### src/smc_defs.svh
`ifndef SMC_DEFS_SVH
`define SMC_DEFS_SVH

// Register addresses, bank flag in bit 8
`define SMC_ADDR_THRESHOLD_CONFIG 9'h1E3
`define SMC_ADDR_COMPARATOR_STATUS 9'h1E4
`define SMC_ADDR_DUTY_TRIM 9'h1EB

// Field positions
`define SMC_RESET_LEVEL_MSB 5
`define SMC_RESET_LEVEL_LSB 4
`define SMC_DETECT_SEL_MSB 2
`define SMC_DETECT_SEL_LSB 0
`define SMC_DUTY_MSB 7
`define SMC_DUTY_LSB 6
`define SMC_STATUS_DETECT_BIT 1
`define SMC_STATUS_RESET_BIT 0

// Writable bit masks
`define SMC_CONFIG_WMASK 8'h37
`define SMC_DUTY_WMASK 8'hC0

// Reset values
`define SMC_CONFIG_RESET 8'h00
`define SMC_STATUS_RESET 8'h00
`define SMC_DUTY_RESET 8'h00

// Reset level codes
`define SMC_LEVEL_2V7 2'h0
`define SMC_LEVEL_3V0 2'h1
`define SMC_LEVEL_5V0 2'h2
`define SMC_LEVEL_NO_RESET 2'h3

// Sleep period lengths minus one, in low-speed oscillator periods
`define SMC_DUTY_PERIOD_128 9'h07F
`define SMC_DUTY_PERIOD_512 9'h1FF
`define SMC_DUTY_PERIOD_32 9'h01F
`define SMC_DUTY_PERIOD_8 9'h007

`endif

### src/smc_pkg.sv
package smc_pkg;

  // Sleep sequencing of the monitor
  typedef enum logic [2:0] {
    SMC_AWAKE = 3'b001,
    SMC_ASLEEP = 3'b010,
    SMC_WAKE_SETTLE = 3'b100
  } smc_state_t;

  // Sleep duty-cycle codes
  typedef enum logic [1:0] {
    SMC_DUTY_1_128 = 2'h0,
    SMC_DUTY_1_512 = 2'h1,
    SMC_DUTY_1_32 = 2'h2,
    SMC_DUTY_1_8 = 2'h3
  } smc_duty_t;

endpackage

### src/supply_monitor_control.sv
`timescale 1ns/1ps
`include "smc_defs.svh"

module supply_monitor_control (
  input wire logic clk_in,
  input wire logic rst_b_in,
  input wire logic [7:0] io_addr_in,
  input wire logic extended_io_bank_flag_in,
  input wire logic io_wr_in,
  input wire logic io_rd_in,
  input wire logic [7:0] io_wdata_in,
  input wire logic power_down_in,
  input wire logic low_speed_osc_in,
  input wire logic precision_reset_comparator_in,
  input wire logic low_voltage_comparator_in,
  output logic [7:0] io_rdata_out,
  output logic [1:0] reset_level_select_out,
  output logic [2:0] detect_threshold_select_out,
  output logic precision_reset_out,
  output logic monitor_enable_out,
  output logic cpu_resume_ready_out
);

  // Pin synchronisers: bit 0 slow osc, bit 1 reset comparator, bit 2 detect comparator
  logic [2:0] sync1_reg;
  logic [2:0] sync2_reg;
  logic [2:0] sync3_reg;
  logic [2:0] stable_reg;
  logic [2:0] stable_next;
  logic slow_tick;

  // Register file and sequencing state
  logic [7:0] config_reg;
  logic [7:0] config_next;
  logic [7:0] duty_reg;
  logic [7:0] duty_next;
  logic [1:0] status_reg;
  logic [1:0] status_next;
  logic [7:0] rdata_reg;
  logic [7:0] rdata_next;
  smc_pkg::smc_state_t state_reg;
  smc_pkg::smc_state_t state_next;
  logic [8:0] duty_cnt_reg;
  logic [8:0] duty_cnt_next;
  logic [8:0] duty_period;
  logic monitor_on_reg;
  logic monitor_on_next;
  logic resume_reg;
  logic resume_next;
  logic preset_reg;
  logic preset_next;
  logic [1:0] level_out_reg;
  logic [1:0] level_out_next;
  logic [8:0] full_addr;
  logic hit_config;
  logic hit_status;
  logic hit_duty;
  logic [1:0] reset_level;

  // Three stages; a change counts once stages two and three agree
  always_ff @(posedge clk_in or negedge rst_b_in) begin
    if (!rst_b_in) begin
      sync1_reg <= 3'h0;
      sync2_reg <= 3'h0;
      sync3_reg <= 3'h0;
      stable_reg <= 3'h0;
    end else begin
      sync1_reg <= {low_voltage_comparator_in, precision_reset_comparator_in,
                    low_speed_osc_in};
      sync2_reg <= sync1_reg;
      sync3_reg <= sync2_reg;
      stable_reg <= stable_next;
    end
  end

  always_comb begin
    for (int i = 0; i < 3; i++) begin
      stable_next[i] = (sync2_reg[i] == sync3_reg[i]) ? sync3_reg[i] : stable_reg[i];
    end
  end

  // One-cycle enable on each rising edge of the slow oscillator
  assign slow_tick = stable_next[0] & ~stable_reg[0];

  // Bank bit joins the low address, so a clear flag never hits
  assign full_addr = {extended_io_bank_flag_in, io_addr_in};
  assign hit_config = (full_addr == `SMC_ADDR_THRESHOLD_CONFIG);
  assign hit_status = (full_addr == `SMC_ADDR_COMPARATOR_STATUS);
  assign hit_duty = (full_addr == `SMC_ADDR_DUTY_TRIM);
  assign reset_level = config_reg[`SMC_RESET_LEVEL_MSB:`SMC_RESET_LEVEL_LSB];

  // Sleep period length from the duty field
  always_comb begin
    unique case (smc_pkg::smc_duty_t'(duty_reg[`SMC_DUTY_MSB:`SMC_DUTY_LSB]))
      smc_pkg::SMC_DUTY_1_128: duty_period = `SMC_DUTY_PERIOD_128;
      smc_pkg::SMC_DUTY_1_512: duty_period = `SMC_DUTY_PERIOD_512;
      smc_pkg::SMC_DUTY_1_32: duty_period = `SMC_DUTY_PERIOD_32;
      smc_pkg::SMC_DUTY_1_8: duty_period = `SMC_DUTY_PERIOD_8;
    endcase
  end

  // Register writes; status has no write path, reserved bits masked off
  always_comb begin
    config_next = config_reg;
    duty_next = duty_reg;
    if (io_wr_in && hit_config) begin
      config_next = io_wdata_in & `SMC_CONFIG_WMASK;
    end
    if (io_wr_in && hit_duty) begin
      duty_next = io_wdata_in & `SMC_DUTY_WMASK;
    end
  end

  // Reads answer one cycle later; misses and idle cycles read zero
  always_comb begin
    rdata_next = 8'h00;
    if (io_rd_in) begin
      if (hit_config) begin
        rdata_next = config_reg;
      end else if (hit_status) begin
        rdata_next = {6'h00, status_reg};
      end else if (hit_duty) begin
        rdata_next = duty_reg;
      end
    end
  end

  // Analog threshold code: the no-reset code still compares at the 3 V range
  always_comb begin
    level_out_next = reset_level;
    if (reset_level == `SMC_LEVEL_NO_RESET) begin
      level_out_next = `SMC_LEVEL_3V0;
    end
  end

  // Sleep sequencing, duty-cycled sampling and wake-up sample
  always_comb begin
    state_next = state_reg;
    duty_cnt_next = duty_cnt_reg;
    monitor_on_next = monitor_on_reg;
    status_next = status_reg;
    resume_next = resume_reg;
    unique case (state_reg)
      smc_pkg::SMC_AWAKE: begin
        // Live comparator state, no latching
        status_next = {stable_next[2], stable_next[1]};
        monitor_on_next = 1'b1;
        resume_next = 1'b1;
        duty_cnt_next = 9'h000;
        if (power_down_in) begin
          state_next = smc_pkg::SMC_ASLEEP;
          resume_next = 1'b0;
        end
      end
      smc_pkg::SMC_ASLEEP: begin
        // Status follows comparators only inside the on window
        if (monitor_on_reg) begin
          status_next = {stable_next[2], stable_next[1]};
        end
        if (slow_tick) begin
          if (duty_cnt_reg >= duty_period) begin
            duty_cnt_next = 9'h000;
            monitor_on_next = 1'b1;
          end else begin
            duty_cnt_next = duty_cnt_reg + 9'h001;
            monitor_on_next = 1'b0;
          end
        end
        if (!power_down_in) begin
          state_next = smc_pkg::SMC_WAKE_SETTLE;
          monitor_on_next = 1'b1;
        end
      end
      smc_pkg::SMC_WAKE_SETTLE: begin
        // Settled values taken on the slow edge before the CPU may go
        if (slow_tick) begin
          status_next = {stable_next[2], stable_next[1]};
          state_next = smc_pkg::SMC_AWAKE;
          resume_next = 1'b1;
        end
      end
    endcase
  end

  // Reset output held by the tripped comparator unless suppressed
  always_comb begin
    preset_next = status_next[`SMC_STATUS_RESET_BIT] &&
                  (reset_level != `SMC_LEVEL_NO_RESET);
  end

  always_ff @(posedge clk_in or negedge rst_b_in) begin
    if (!rst_b_in) begin
      config_reg <= `SMC_CONFIG_RESET;
      duty_reg <= `SMC_DUTY_RESET;
      status_reg <= 2'h0;
      rdata_reg <= 8'h00;
      state_reg <= smc_pkg::SMC_AWAKE;
      duty_cnt_reg <= 9'h000;
      monitor_on_reg <= 1'b1;
      resume_reg <= 1'b1;
      preset_reg <= 1'b0;
      level_out_reg <= `SMC_LEVEL_2V7;
    end else begin
      config_reg <= config_next;
      duty_reg <= duty_next;
      status_reg <= status_next;
      rdata_reg <= rdata_next;
      state_reg <= state_next;
      duty_cnt_reg <= duty_cnt_next;
      monitor_on_reg <= monitor_on_next;
      resume_reg <= resume_next;
      preset_reg <= preset_next;
      level_out_reg <= level_out_next;
    end
  end

  // All outputs straight from flip-flops
  assign io_rdata_out = rdata_reg;
  assign reset_level_select_out = level_out_reg;
  assign detect_threshold_select_out =
    config_reg[`SMC_DETECT_SEL_MSB:`SMC_DETECT_SEL_LSB];
  assign precision_reset_out = preset_reg;
  assign monitor_enable_out = monitor_on_reg;
  assign cpu_resume_ready_out = resume_reg;

endmodule

### config.mk
export PLATFORM = sky130hd
export DESIGN_NAME = supply_monitor_control
export DESIGN_NICKNAME = d
export VERILOG_FILES = /design/src/smc_pkg.sv /design/src/supply_monitor_control.sv
export VERILOG_INCLUDE_DIRS = /design/src
export SDC_FILE = /design/constraint.sdc
export NUM_CORES = 1
export LEC_CHECK = 0
export BUFFER_PORTS_ARGS = -buffer_cell sky130_fd_sc_hd__buf_2
export CORE_ASPECT_RATIO = 0.8
export CORE_MARGIN = 2
export CORE_UTILIZATION = 25
export CTS_CLUSTER_DIAMETER = 40
export CTS_CLUSTER_SIZE = 16
export DETAILED_ROUTE_END_ITERATION = 6
export MAX_ROUTING_LAYER = met4
export SLEW_MARGIN = 15
export SYNTH_ARGS = -nofsm -noshare
export SYNTH_HDL_FRONTEND = slang
export SYNTH_SLANG_ARGS = --single-unit
### constraint.sdc
create_clock -name clk_in -period 2.86 [get_ports clk_in]
set_clock_uncertainty 0.05 [all_clocks]
set_input_delay 0.286 -clock clk_in [delete_from_list [all_inputs] [get_ports clk_in]]
set_output_delay 0.286 -clock clk_in [all_outputs]
set_load 0.03 [all_outputs]
==> metrics.txt <==
status=completed; initial antenna violation count=0; total CTS buffers=5; Seq/Total Area, Yosys=0.543; PD cells=650 mW/mm^2; hold path depth=1; Worst Tran Pin Value=978 ps; Resized Gates After CTS=0; worst min-delay path category=in -> reg; maximum clock frequency=471 MHz; CP Class=reg -> reg; CP Cell Sequence=nand2b_1 > ha_1 > a2111oi_4 > o21ai_2 > a221o_1; maximum VDD drop=0.415 mV; nets=247; Simple-Gate Fraction of Synth Area=0.161; CP Depth=5; Skew-Pair Late Insertion Delay=310 ps; vias per inst=4.72; crit-path max cell delay=460 ps; ANT cells=0; Distinct cells, synth=44; hpwl dp=2.95 mm; Max Fanout on Critical Path=7; CTS Hold Bufs=0; fin crit period=2120 ps; DR iter-0 viols=73; die width=106 um; setup TNS=0 ps; die height=85.6 um; CTS sink cnt=45; # rows=29; Root Driver=clkbuf_8; H-tree Lvls=2; synth warn=0; placed cells=318; Largest register FFs=9; Final setup viols=0; endpoints failing hold=0; Final Wtd Congestion=0.833; WL per Instance=12.5 um; CP arrival=2310 ps; first-pass detailed-route iteration total=4; fin crit share=0.742; CP bufs+invs=0; Compound-Gate Fraction of Synth Area=0.160; commonest non-fill, non-tap cell in the layout=dfrtp_1; Starting Density=0.259; Non-Filler Instances=326; Primary FF master, synth=dfrtp_1; Synth Instances=182; Post-synth EDFFs=0; core box area=0.00802 mm^2; syn_area_per_cell=11.4 um^2; relative slew slack=0.348; worst setup margin=738 ps; crit path max-delay cell type=a2111oi_4; cell family with most CP delay=compound AO/OA/AOI/OAI gates; DRT antenna net count=0; synthesized area=0.00208 mm^2; worst reg-to-reg path cell count=5; clock-pin slew on the worst setup and hold paths=100 ps; commonest cells after routing, fill and taps aside=42 x dfrtp_1, 38 x buf_2, 19 x nand2_1; Post-CTS Setup Bufs=0; number of global-route vias before repair=1481; Crit. End Element=register; area share of xor/xnor cells in the synthesized design=0; Final Slew Violations=0; RSZ-0062 raised after global routing=no; I/O Pins=41; area grow syn2layout=17.9%; P_leak=1.11 nW; largest family of logic cells by synthesized area=simple AND/OR/NAND/NOR gates; asr flop ratio synth=1.00; pin count of the biggest net entering global routing=46; via count=1538; Seq cells post-synth=45; global route total overflow=0; Syn Nets=212; Startpoint Class=register; GRT Total Usage=0.102; number of port buffers=38; reg2reg setup slack=740 ps; Worst Path Required=3050 ps; mux contribution to synthesized area=0.0542; die area=0.00907 mm^2; total of max-cap violations=0; drt drc=0; CTS tree=yes; first-pass GRT wire length=7.16 mm; layout cells sized above 1=0.294; Place WS=715 ps; Util after Layout=0.306; wire length after detailed routing=4.07 mm; Adder-Cell Fraction of Synth Area=0.0445; CTS Buffer Depth=2
==> logic make-up after synthesis <==
group | after synthesis
buffers and inverters | 14
flip-flops | 45
adder cells (fa/ha/maj) | 8
AO/OA/AOI/OAI | 43
AND/OR/NAND/NOR | 61
other | 1
multiplexers | 10
==> through the flow <==
step	hold WS (ps)	area [um^2]	total power, mW
floorplan	-59.6	2080	1.06
global placement	282	2350	1.17
detailed placement	286	2350	1.18
CTS	24.0	2450	1.62
global route	18.8	2450	1.70
finish	33.7	2450	1.59
==> final cells by class <==
cell class              instances  area [um^2]
fillers                       821         5570
multi-input cells             123          877
repair buffers                 40          205
well taps                     108          135
inverters                       2         7.51
clock buffers                   5         68.8
clock inverters                 3         28.8
flip-flops and latches         45         1130
==> cell usage after synthesis, drive strengths merged (2+ instances only) <==
| cell | number | area (um^2) |
|---|---|---|
| dfrtp | 42 | 1050 |
| nand2 | 19 | 71.3 |
| mux2 | 10 | 113 |
| o211ai | 9 | 67.6 |
| a21oi | 8 | 40.0 |
| buf | 7 | 46.3 |
| nand3 | 6 | 30.0 |
| o2111ai | 6 | 52.6 |
| o21ai | 6 | 33.8 |
| and3 | 5 | 31.3 |
| clkbuf | 5 | 18.8 |
| ha | 5 | 62.6 |
| and2 | 4 | 25.0 |
| nand2b | 4 | 25.0 |
| nor3 | 4 | 20.0 |
| dfstp | 3 | 78.8 |
| maj3 | 3 | 30.0 |
| nor2 | 3 | 11.3 |
| o21a | 3 | 22.5 |
| a22o | 2 | 17.5 |
| and2b | 2 | 15.0 |
| and3b | 2 | 17.5 |
| inv | 2 | 7.51 |
| nand3b | 2 | 15.0 |
| nand4 | 2 | 12.5 |
| nor2b | 2 | 12.5 |
| nor4 | 2 | 12.5 |
==> worst paths after layout <==
path                                  start                  to
max                             duty_reg[7]  monitor_enable_out
max in group asynchronous          rst_b_in        sync2_reg[0]
min                        low_speed_osc_in        sync1_reg[0]
min in group asynchronous          rst_b_in     io_rdata_out[4]
max reg2reg                     duty_reg[7]  monitor_enable_out
min reg2reg                    sync1_reg[2]        sync2_reg[2]
==> per-layer routing <==
layer / GRT usage / up-vias / wire length (um)
li1: - / 741 / -
met1: 0.143 / 740 / 2070
met2: 0.139 / 51 / 1670
met3: 0.0312 / 6 / 270
met4: 0.0359 / 0 / 60
met5: - / - / 0
==> where the power goes <==
part           switching (mW)  total (mW)  internal (mW)  leakage, nW
Sequential             0.0875       0.803          0.715        0.568
Combinational           0.203       0.361          0.157        0.493
Clock                   0.245       0.430          0.185       0.0511
No activity file was read; power rests on OpenSTA's default activity.
